==> src/pkg/fhc_pkg.sv <==
// Constants and types for the parallel NOR flash host controller.
package fhc_pkg;
  // Bus widths of the flash, internal counter widths and read sync depth.
  localparam int ADDR_W     = 21;
  localparam int DATA_W     = 16;
  localparam int CMD_ADDR_W = 12;
  localparam int CNT_W      = 4;
  localparam int STEP_W     = 3;
  localparam int TMO_W      = 32;
  localparam int SYNC_STAGES = 2;

  // Clock rate in MHz.
  localparam int CLK_MHZ = 20;

  // Pin timing in ns; minima round up to whole cycles.
  localparam int T_WP_NS   = 25;
  localparam int T_WPH_NS  = 15;
  localparam int T_ACC_NS  = 80;
  localparam int T_OEHP_NS = 50;
  localparam int T_RP_NS   = 500;
  localparam int WP_CYC   = ((T_WP_NS * CLK_MHZ + 999) / 1000 < 1) ? 1 : (T_WP_NS * CLK_MHZ + 999) / 1000;
  localparam int WPH_CYC  = ((T_WPH_NS * CLK_MHZ + 999) / 1000 < 1) ? 1 : (T_WPH_NS * CLK_MHZ + 999) / 1000;
  localparam int ACC_CYC  = ((T_ACC_NS * CLK_MHZ + 999) / 1000 < 1) ? 1 : (T_ACC_NS * CLK_MHZ + 999) / 1000;
  localparam int OEHP_CYC = ((T_OEHP_NS * CLK_MHZ + 999) / 1000 < 1) ? 1 : (T_OEHP_NS * CLK_MHZ + 999) / 1000;
  localparam int RP_CYC   = (T_RP_NS * CLK_MHZ + 999) / 1000;
  localparam int RD_CYC   = ACC_CYC + SYNC_STAGES;

  // Completion limits: program and suspend in us, erases in ms.
  localparam int WORD_PROGRAM_MAX_US        = 120;
  localparam int SMALL_SECTOR_ERASE_MAX_MS  = 2000;
  localparam int LARGE_SECTOR_ERASE_MAX_MS  = 6000;
  localparam int WHOLE_ARRAY_ERASE_TYP_MS   = 33000;
  localparam int SUSPEND_MAX_US             = 15;
  localparam int PROG_CYC  = WORD_PROGRAM_MAX_US * CLK_MHZ;
  localparam int SUSP_CYC  = SUSPEND_MAX_US * CLK_MHZ;
  localparam int SMALL_CYC = SMALL_SECTOR_ERASE_MAX_MS * CLK_MHZ * 1000;
  localparam int LARGE_CYC = LARGE_SECTOR_ERASE_MAX_MS * CLK_MHZ * 1000;
  localparam int CHIP_CYC  = WHOLE_ARRAY_ERASE_TYP_MS * CLK_MHZ * 1000;

  // Command cycle addresses and data codes.
  localparam logic [CMD_ADDR_W-1:0] UNLOCK_ADDR1 = 12'h555;
  localparam logic [CMD_ADDR_W-1:0] UNLOCK_ADDR2 = 12'h2AA;
  localparam logic [7:0] CMD_UNLOCK1  = 8'hAA;
  localparam logic [7:0] CMD_UNLOCK2  = 8'h55;
  localparam logic [7:0] CMD_PROGRAM  = 8'hA0;
  localparam logic [7:0] CMD_ERASE    = 8'h80;
  localparam logic [7:0] CMD_SECTOR   = 8'h30;
  localparam logic [7:0] CMD_CHIP     = 8'h10;
  localparam logic [7:0] CMD_ID_ENTRY = 8'h90;
  localparam logic [7:0] CMD_ID_EXIT  = 8'hF0;
  localparam logic [7:0] CMD_SUSPEND  = 8'hB0;
  localparam logic [7:0] CMD_RESUME   = 8'hD0;

  // Status bit and small sector decode.
  localparam int TOGGLE_BIT = 6;
  localparam int SECTOR_LSB = 15;
  localparam logic [ADDR_W-SECTOR_LSB-1:0] SMALL_SECTOR_TAG = 6'h3F;

  // Operations that the user port can request.
  typedef enum logic [3:0] {
    FHC_OP_READ, FHC_OP_PROGRAM, FHC_OP_SECTOR_ERASE, FHC_OP_CHIP_ERASE,
    FHC_OP_ID_ENTRY, FHC_OP_ID_EXIT, FHC_OP_ID_EXIT_SHORT, FHC_OP_SUSPEND,
    FHC_OP_RESUME
  } fhc_op_type;
endpackage

==> src/pkg/fhc_cyc_if.sv <==
// Bus cycle request and answer between sequencer and pin engine.
`timescale 1ns/1ps
interface fhc_cyc_if;
  logic                        req;
  logic                        wr;
  logic [fhc_pkg::ADDR_W-1:0]  addr;
  logic [fhc_pkg::DATA_W-1:0]  wdata;
  logic                        ack;
  logic [fhc_pkg::DATA_W-1:0]  rdata;
  modport master (output req, wr, addr, wdata, input ack, rdata);
  modport slave  (input req, wr, addr, wdata, output ack, rdata);
endinterface

==> src/rtl/fhc_cycle.sv <==
// Pin engine: one flash read or write cycle per request.
`timescale 1ns/1ps
module fhc_cycle (
  input  wire logic                        clk_sys_i,
  input  wire logic                        rst_i,
  fhc_cyc_if.slave                         cyc,
  output logic                             ce_n_o,
  output logic                             oe_n_o,
  output logic                             we_n_o,
  output logic [fhc_pkg::ADDR_W-1:0]       addr_o,
  output logic [fhc_pkg::DATA_W-1:0]       dq_o,
  output logic                             dq_oe_o,
  input  wire logic [fhc_pkg::DATA_W-1:0]  dq_i
);
  import fhc_pkg::*;

  typedef enum logic [2:0] {C_IDLE, C_WSETUP, C_WPULSE, C_WHIGH, C_RACC, C_RREC, C_DONE} fhc_cstate_type;

  fhc_cstate_type     cst;
  logic [CNT_W-1:0]   cnt;
  logic [DATA_W-1:0]  dq_s1;
  logic [DATA_W-1:0]  dq_s2;
  logic [DATA_W-1:0]  rdata;

  wire cnt_zero = (cnt == '0);
  assign cyc.ack   = (cst == C_DONE);
  assign cyc.rdata = rdata;

  // Read data crosses from the pins through two flops.
  always_ff @(posedge clk_sys_i) begin
    dq_s1 <= dq_i;
    dq_s2 <= dq_s1;
  end

  // Output enable stays high for a whole write, so the bus never fights.
  always_ff @(posedge clk_sys_i) begin
    if (rst_i) begin
      cst <= C_IDLE;
      cnt <= '0;
      ce_n_o <= 1'b1;
      oe_n_o <= 1'b1;
      we_n_o <= 1'b1;
      dq_oe_o <= 1'b0;
      addr_o <= '0;
      dq_o <= '0;
      rdata <= '0;
    end else begin
      cnt <= cnt_zero ? cnt : cnt - 1'b1;
      case (cst)
        C_IDLE: if (cyc.req) begin
          addr_o <= cyc.addr;
          dq_o <= cyc.wdata;
          ce_n_o <= 1'b0;
          dq_oe_o <= cyc.wr;
          oe_n_o <= cyc.wr;
          cnt <= CNT_W'(RD_CYC - 1);
          cst <= cyc.wr ? C_WSETUP : C_RACC;
        end
        C_WSETUP: begin
          we_n_o <= 1'b0;
          cnt <= CNT_W'(WP_CYC - 1);
          cst <= C_WPULSE;
        end
        C_WPULSE: if (cnt_zero) begin
          we_n_o <= 1'b1;
          cnt <= CNT_W'(WPH_CYC - 1);
          cst <= C_WHIGH;
        end
        C_WHIGH: if (cnt_zero) begin
          ce_n_o <= 1'b1;
          dq_oe_o <= 1'b0;
          cst <= C_DONE;
        end
        C_RACC: if (cnt_zero) begin
          rdata <= dq_s2;
          oe_n_o <= 1'b1;
          ce_n_o <= 1'b1;
          cnt <= CNT_W'(OEHP_CYC - 1);
          cst <= C_RREC;
        end
        C_RREC: if (cnt_zero) begin
          cst <= C_DONE;
        end
        default: cst <= C_IDLE;
      endcase
    end
  end

  localparam int WP_DLY = WP_CYC;
endmodule

==> src/rtl/fhc_ctrl.sv <==
// Host controller that sequences commands to a parallel NOR flash.
//
// Summary of operation
// - Chip erase last write at 555; sector inside.
// - Last erase write data 10 chip, 30 sector.
// - Output enable high while write strobe active.
// - Status polling keeps one fixed address.
// - Only status change between reads matters.
`timescale 1ns/1ps
module fhc_ctrl #(
  parameter int unsigned SMALL_ERASE_TMO = fhc_pkg::SMALL_CYC,
  parameter int unsigned LARGE_ERASE_TMO = fhc_pkg::LARGE_CYC,
  parameter int unsigned CHIP_ERASE_TMO  = fhc_pkg::CHIP_CYC
) (
  input  wire logic                        clk_sys_i,
  input  wire logic                        rst_i,
  input  wire logic                        cmd_valid_i,
  input  wire fhc_pkg::fhc_op_type         cmd_op_i,
  input  wire logic [fhc_pkg::ADDR_W-1:0]  cmd_addr_i,
  input  wire logic [fhc_pkg::DATA_W-1:0]  cmd_data_i,
  output logic                             cmd_ready_o,
  output logic                             done_o,
  output logic                             error_o,
  output logic [fhc_pkg::DATA_W-1:0]       rdata_o,
  output logic                             flash_rst_n_o,
  output logic                             flash_ce_n_o,
  output logic                             flash_oe_n_o,
  output logic                             flash_we_n_o,
  output logic [fhc_pkg::ADDR_W-1:0]       flash_addr_o,
  output logic [fhc_pkg::DATA_W-1:0]       flash_dq_o,
  output logic                             flash_dq_oe_o,
  input  wire logic [fhc_pkg::DATA_W-1:0]  flash_dq_i
);
  import fhc_pkg::*;

  typedef enum logic [2:0] {S_RESET, S_IDLE, S_WRITE, S_READ, S_POLL, S_SUSP_WAIT} fhc_state_type;

  // Number of the last write step of each command.
  function automatic logic [STEP_W-1:0] fhc_last_step(input fhc_op_type op);
    case (op)
      FHC_OP_PROGRAM:      fhc_last_step = 3'h3;
      FHC_OP_SECTOR_ERASE: fhc_last_step = 3'h5;
      FHC_OP_CHIP_ERASE:   fhc_last_step = 3'h5;
      FHC_OP_ID_ENTRY:     fhc_last_step = 3'h2;
      FHC_OP_ID_EXIT:      fhc_last_step = 3'h2;
      default:             fhc_last_step = 3'h0;
    endcase
  endfunction

  // Address and data byte of one command write; upper bits stay zero.
  function automatic logic [CMD_ADDR_W+7:0] fhc_seq(input fhc_op_type op, input logic [STEP_W-1:0] step);
    logic [7:0] d;
    logic       second;
    second = (step == 3'h1) || (step == 3'h4);
    case (op)
      FHC_OP_PROGRAM:       d = CMD_PROGRAM;
      FHC_OP_SECTOR_ERASE:  d = (step == 3'h5) ? CMD_SECTOR : CMD_ERASE;
      FHC_OP_CHIP_ERASE:    d = (step == 3'h5) ? CMD_CHIP : CMD_ERASE;
      FHC_OP_ID_ENTRY:      d = CMD_ID_ENTRY;
      FHC_OP_ID_EXIT:       d = CMD_ID_EXIT;
      FHC_OP_ID_EXIT_SHORT: d = CMD_ID_EXIT;
      FHC_OP_SUSPEND:       d = CMD_SUSPEND;
      default:              d = CMD_RESUME;
    endcase
    if (fhc_last_step(op) != 3'h0 && (step == 3'h0 || step == 3'h3)) begin
      d = CMD_UNLOCK1;
    end
    if (second) begin
      d = CMD_UNLOCK2;
    end
    fhc_seq = {second ? UNLOCK_ADDR2 : UNLOCK_ADDR1, d};
  endfunction

  fhc_state_type      state;
  fhc_state_type      next_state;
  fhc_op_type         op;
  logic [ADDR_W-1:0]  uaddr;
  logic [DATA_W-1:0]  udata;
  logic [STEP_W-1:0]  step;
  logic [TMO_W-1:0]   timer;
  logic [CNT_W-1:0]   rst_cnt;
  logic               first;
  logic               prev_tog;
  logic [TMO_W-1:0]   tmo_val;

  fhc_cyc_if cyc ();

  fhc_cycle u_cycle (
    .clk_sys_i (clk_sys_i),
    .rst_i     (rst_i),
    .cyc       (cyc.slave),
    .ce_n_o    (flash_ce_n_o),
    .oe_n_o    (flash_oe_n_o),
    .we_n_o    (flash_we_n_o),
    .addr_o    (flash_addr_o),
    .dq_o      (flash_dq_o),
    .dq_oe_o   (flash_dq_oe_o),
    .dq_i      (flash_dq_i)
  );

  // Command decode for the current step.
  wire [CMD_ADDR_W+7:0] seq_word = fhc_seq(op, step);
  wire last_step = (step == fhc_last_step(op));
  wire user_last = (op != FHC_OP_CHIP_ERASE) && (op != FHC_OP_ID_ENTRY) && (op != FHC_OP_ID_EXIT);
  wire use_user  = last_step && user_last;
  wire poll_op   = (op == FHC_OP_PROGRAM) || (op == FHC_OP_SECTOR_ERASE) || (op == FHC_OP_CHIP_ERASE);
  wire small_sec = (uaddr[ADDR_W-1:SECTOR_LSB] == SMALL_SECTOR_TAG);
  wire [ADDR_W-1:0] seq_addr = use_user ? uaddr : {{(ADDR_W-CMD_ADDR_W){1'b0}}, seq_word[CMD_ADDR_W+7:8]};
  // Only the program data word uses the upper byte; command bytes send zero there.
  wire [DATA_W-1:0] seq_data = (use_user && op == FHC_OP_PROGRAM) ? udata : {8'h00, seq_word[7:0]};

  // The poll address is the operation's own address every time.
  assign cyc.req   = (state == S_WRITE) || (state == S_READ) || (state == S_POLL);
  assign cyc.wr    = (state == S_WRITE);
  assign cyc.addr  = (state == S_WRITE) ? seq_addr : uaddr;
  assign cyc.wdata = seq_data;

  // Completion is a repeat of the toggle bit, never its level.
  wire tog_now     = cyc.rdata[TOGGLE_BIT];
  wire toggle_same = !first && (tog_now == prev_tog);
  wire timer_zero  = (timer == '0);
  wire poll_ack    = (state == S_POLL) && cyc.ack;
  wire tmo_err     = poll_ack && !toggle_same && timer_zero;
  wire write_end   = (state == S_WRITE) && cyc.ack && last_step;

  // Wait limit per operation; erases are long and a user may shorten them.
  always_comb begin
    case (op)
      FHC_OP_PROGRAM:      tmo_val = TMO_W'(PROG_CYC);
      FHC_OP_SECTOR_ERASE: tmo_val = small_sec ? SMALL_ERASE_TMO : LARGE_ERASE_TMO;
      FHC_OP_CHIP_ERASE:   tmo_val = CHIP_ERASE_TMO;
      FHC_OP_SUSPEND:      tmo_val = TMO_W'(SUSP_CYC);
      default:             tmo_val = '0;
    endcase
  end

  // Sequencer next state.
  always_comb begin
    next_state = state;
    case (state)
      S_RESET: if (rst_cnt == CNT_W'(RP_CYC)) next_state = S_IDLE;
      S_IDLE: if (cmd_valid_i) next_state = (cmd_op_i == FHC_OP_READ) ? S_READ : S_WRITE;
      S_WRITE: if (write_end) begin
        next_state = poll_op ? S_POLL : (op == FHC_OP_SUSPEND) ? S_SUSP_WAIT : S_IDLE;
      end
      S_READ: if (cyc.ack) next_state = S_IDLE;
      S_POLL: if (poll_ack && (toggle_same || timer_zero)) next_state = S_IDLE;
      S_SUSP_WAIT: if (timer_zero) next_state = S_IDLE;
      default: next_state = S_IDLE;
    endcase
  end

  // State, flash reset pulse and user handshake flags.
  always_ff @(posedge clk_sys_i) begin
    if (rst_i) begin
      state <= S_RESET;
      rst_cnt <= '0;
      flash_rst_n_o <= 1'b0;
      cmd_ready_o <= 1'b0;
      done_o <= 1'b0;
      error_o <= 1'b0;
    end else begin
      state <= next_state;
      rst_cnt <= (state == S_RESET) ? rst_cnt + 1'b1 : rst_cnt;
      flash_rst_n_o <= (next_state != S_RESET);
      cmd_ready_o <= (next_state == S_IDLE);
      done_o <= (state != S_IDLE) && (state != S_RESET) && (next_state == S_IDLE) && !tmo_err;
      error_o <= tmo_err;
    end
  end

  // Command capture and step counter.
  always_ff @(posedge clk_sys_i) begin
    if (rst_i) begin
      op <= FHC_OP_READ;
      uaddr <= '0;
      udata <= '0;
      step <= '0;
      rdata_o <= '0;
    end else begin
      if (state == S_IDLE && cmd_valid_i) begin
        op <= cmd_op_i;
        uaddr <= cmd_addr_i;
        udata <= cmd_data_i;
        step <= '0;
      end else if (state == S_WRITE && cyc.ack && !last_step) begin
        step <= step + 1'b1;
      end
      if (state == S_READ && cyc.ack) begin
        rdata_o <= cyc.rdata;
      end
    end
  end

  // Timeout counter and toggle history.
  always_ff @(posedge clk_sys_i) begin
    if (rst_i) begin
      timer <= '0;
      first <= 1'b1;
      prev_tog <= 1'b0;
    end else begin
      if (write_end) begin
        timer <= tmo_val;
        first <= 1'b1;
      end else if (!timer_zero) begin
        timer <= timer - 1'b1;
      end
      if (poll_ack) begin
        first <= 1'b0;
        prev_tog <= tog_now;
      end
    end
  end

  wire in_poll = (state == S_POLL);
  wire in_susp = (state == S_SUSP_WAIT);
endmodule

==> config.mk <==
export PLATFORM = sky130hd
export DESIGN_NAME = fhc_ctrl
export DESIGN_NICKNAME = d
export VERILOG_FILES = /design/src/pkg/fhc_pkg.sv /design/src/pkg/fhc_cyc_if.sv /design/src/rtl/fhc_cycle.sv /design/src/rtl/fhc_ctrl.sv
export SDC_FILE = /design/constraint.sdc
export NUM_CORES = 1
export LEC_CHECK = 0
export ABC_AREA = 1
export BUFFER_PORTS_ARGS = -buffer_cell sky130_fd_sc_hd__buf_2
export CORE_UTILIZATION = 57
export DETAILED_ROUTE_END_ITERATION = 10
export HOLD_SLACK_MARGIN = 0.12
export PLACE_DENSITY = 0.8
export SETUP_SLACK_MARGIN = 0.5
export SYNTH_ARGS = -nofsm -noshare
export SYNTH_HDL_FRONTEND = slang
export SYNTH_SLANG_ARGS = --single-unit
==> constraint.sdc <==
create_clock -name clk_sys_i -period 2.1 [get_ports clk_sys_i]
set_input_delay 0.315 -clock clk_sys_i [delete_from_list [all_inputs] [get_ports clk_sys_i]]
set_output_delay 0.315 -clock clk_sys_i [all_outputs]
set_load 0.1 [all_outputs]
==> results.json <==
{
  "grt_max_degree": 58,
  "swShare": 0.396,
  "rows": 43,
  "io_pins": 121,
  "vias": 9304,
  "syn_area_um2": 8180,
  "route.detailed.drc": 0,
  "period_minus_slack_ps": 2310,
  "cts_tree": "yes",
  "cp-end-kind": "flop",
  "drive_gt1_frac": 0.318,
  "finalNonFillerCells": 1517,
  "finalSetupTns_ps": -207,
  "slowest_delay_ps": 530,
  "drt_iter0_drc": 1216,
  "cpMostUsedCell": "nor2_4",
  "power.total_uw": 14100,
  "finalCritPeriodShare": 1.10,
  "dpl.hpwl_mm": 13.8,
  "area_delta_synth_final_pct": 43.7,
  "p_leak_uw": 0.00522,
  "multi_input_area_um2": 4360,
  "ys_seq_area_frac": 0.492,
  "port_buffers": 120,
  "clock_latency_ps": 520,
  "nets": 1395,
  "initial_core_util": 0.587,
  "violations": "setup timing",
  "fillers": 663,
  "crit_path_top_delay_cell": "dfxtp_1",
  "critPathKind": "flop to flop",
  "path_cells": "inv_1, nand3_1, nand2_2, nor2_4, nand3b_4, nor2_4, buf_6, nand2_1, a21oi_1",
  "p_int_uw": 8510,
  "required_ps": 2470,
  "status": "complete, but fails checks",
  "place_inst": 1374,
  "power.switching_uw": 5580,
  "gp_congestion": 0.955,
  "core_um2": 13900,
  "mostFrequentLayoutCell": "nor2_1",
  "cts_sinks": 201,
  "grt_pass1_wl_mm": 37.4,
  "p_seq_frac": 0.343,
  "cp.arrival_ps": 2680,
  "grt_pass1_vias": 7959,
  "die_area_um2": 14800,
  "hold_class": "input pin to flop",
  "hold_viol": 0,
  "h-tree-depth": 1,
  "syn_nets": 1162,
  "final_cell_mix": "191 x nor2_1, 177 x dfxtp_1, 126 x nand2_1",
  "cap_violations": 0,
  "comb_power_share": 0.401,
  "synth_seq_cells": 201,
  "clock_tree.buffer_depth": 3,
  "irDropWorstVdd_uv": 859,
  "clockPowerShare": 0.256,
  "synthCells": 1092,
  "max_freq_ghz": 0.434,
  "ant_nets": 0,
  "finClkSkew_ps": 19.9,
  "wl_per_cell_um": 20.2,
  "yosysUniqueCellTypes": 40,
  "setup_slack_ps": -207,
  "maxSlewViolCount": 0,
  "track_usage": 0.316,
  "worstPathMaxFanout": 8,
  "ys_warn_count": 0,
  "finalHoldWorstSlack_ps": 111,
  "start_kind": "flop",
  "relSlewSlack": 0.624,
  "overflow": 0,
  "path_clk_slew_ps": 70,
  "die_width_um": 122,
  "die_height_um": 122,
  "worst_pin_slew_ps": 564,
  "antenna_found_initial": 2,
  "area.sequential_um2": 4070,
  "rsz0062_at_grt": "true",
  "avgSynthCellArea_um2": 7.49,
  "p_per_area_nw_per_um2": 1200,
  "viasPerCell": 6.13,
  "finalWirelength_mm": 30.7,
  "drt_pre_antenna_iters": 6,
  "place_ws_ps": 244,
  "root_buffer": "clkbuf_16",
  "setup_viol": 1,
  "cts_inserted_buffers": 21
}
[power groups by stage]
stage               logic [µW]  registers, µW  clock network, µW
floorplan                 2770           4760                  0
global placement          3750           4710                  0
detailed placement        3830           4710                  0
CTS                       4270           4670               3540
global route              6080           4860               3740
finish                    5650           4830               3600
[routing by layer]
| metal | share of wire | global-route usage | routed length, µm |
|---|---|---|---|
| met1 | 0.34 | 0.369 | 10500 |
| met2 | 0.47 | 0.538 | 14500 |
| met3 | 0.11 | 0.0674 | 3260 |
| met4 | 0.078 | 0.174 | 2400 |
| met5 | 0 | 0 | 0 |
[registers in the layout (all words and copies together) (netlist names), 3 cells and up]
signal             cells
u_cycle.cnt            4
u_cycle.cst            3
step                   3
u_cycle.dq_o          16
u_cycle.dq_s2         16
udata                 16
u_cycle.addr_o        21
state                  3
rst_cnt                4
u_cycle.dq_s1         16
op                     4
u_cycle.cyc.rdata     16
timer                 32
rdata_o               16
uaddr                 21
[worst max-delay path, delay by kind of cell, from the launching register on]
kind            cells  cell delay [ps]
compound gates      1              350
buf+inv             2              380
flops               1              530
simple gates        6              880
[kinds of logic after synthesis]
group	count (synthesis)	share of synthesized area
DFF	201	0.492
and+or+nand+nor	487	0.252
buffers and inverters	132	0.0644
adders and majority gates	10	0.0153
AOI/OAI and AO/OA	238	0.151
xor gates and xnor gates	24	0.0257
[cell type report]
cell class / count / area share
Sequential cell: 201 / 0.346
Timing Repair Buffer: 249 / 0.176
Inverter: 91 / 0.0312
Tap cell: 180 / 0.0192
Clock buffer: 27 / 0.0484
Antenna cell: 1 / 0.000213
Clock inverter: 7 / 0.00607
Multi-Input combinational cell: 760 / 0.371
Timing Repair inverter: 1 / 0.00138
[metrics by stage]
stage               area [µm²]  utilization
detailed placement        9040        0.648
global placement          9040        0.648
CTS                      10600        0.763
floorplan                 8180            -
global route             11700        0.843
finish                   11700        0.843
[final timing paths]
kind	depth (start not counted)	end	slack, ps	start
worst max-delay path	9	u_cycle.dq_o[9]	-210	step[2]
worst min-delay path	3	udata[2]	110	cmd_data_i[2]
worst max register to register	9	u_cycle.dq_o[9]	-210	step[2]
worst min register to register	0	u_cycle.dq_s2[15]	320	u_cycle.dq_s1[15]
[cells in the mapped netlist, drive strengths merged]
library cell | count | area share
clkinv | 1 | 0.00046
inv | 90 | 0.042
o2bb2ai | 1 | 0.0011
nor3 | 13 | 0.0092
a31oi | 8 | 0.0061
clkbuf | 30 | 0.014
o21bai | 2 | 0.0018
dfxtp | 201 | 0.49
nor2 | 227 | 0.11
nor3b | 1 | 0.00092
a21boi | 3 | 0.0028
o22ai | 1 | 0.00077
buf | 11 | 0.0086
o211ai | 3 | 0.0028
xnor2 | 13 | 0.014
and3 | 1 | 0.00077
a211oi | 1 | 0.00092
o21ai | 139 | 0.085
xor2 | 11 | 0.012
nand3b | 2 | 0.0034
a21oi | 79 | 0.048
nand4 | 12 | 0.0092
nand2 | 179 | 0.085
a221oi | 1 | 0.0011
nand3 | 46 | 0.030
nor4 | 5 | 0.0046
ha | 10 | 0.015
or2 | 1 | 0.00077
[what timing repair did]
action | 4_1_cts | 5_1_grt
hold endpoints to repair | 51 | 0
buffers inserted | 19 | 33
gates cloned | 2 | 3
pin swaps | 22 | 54
hold buffers | 51 | 0
resized for setup | 86 | 234
setup endpoints to repair | 107 | 172
Power figures use the tool's default switching activity.
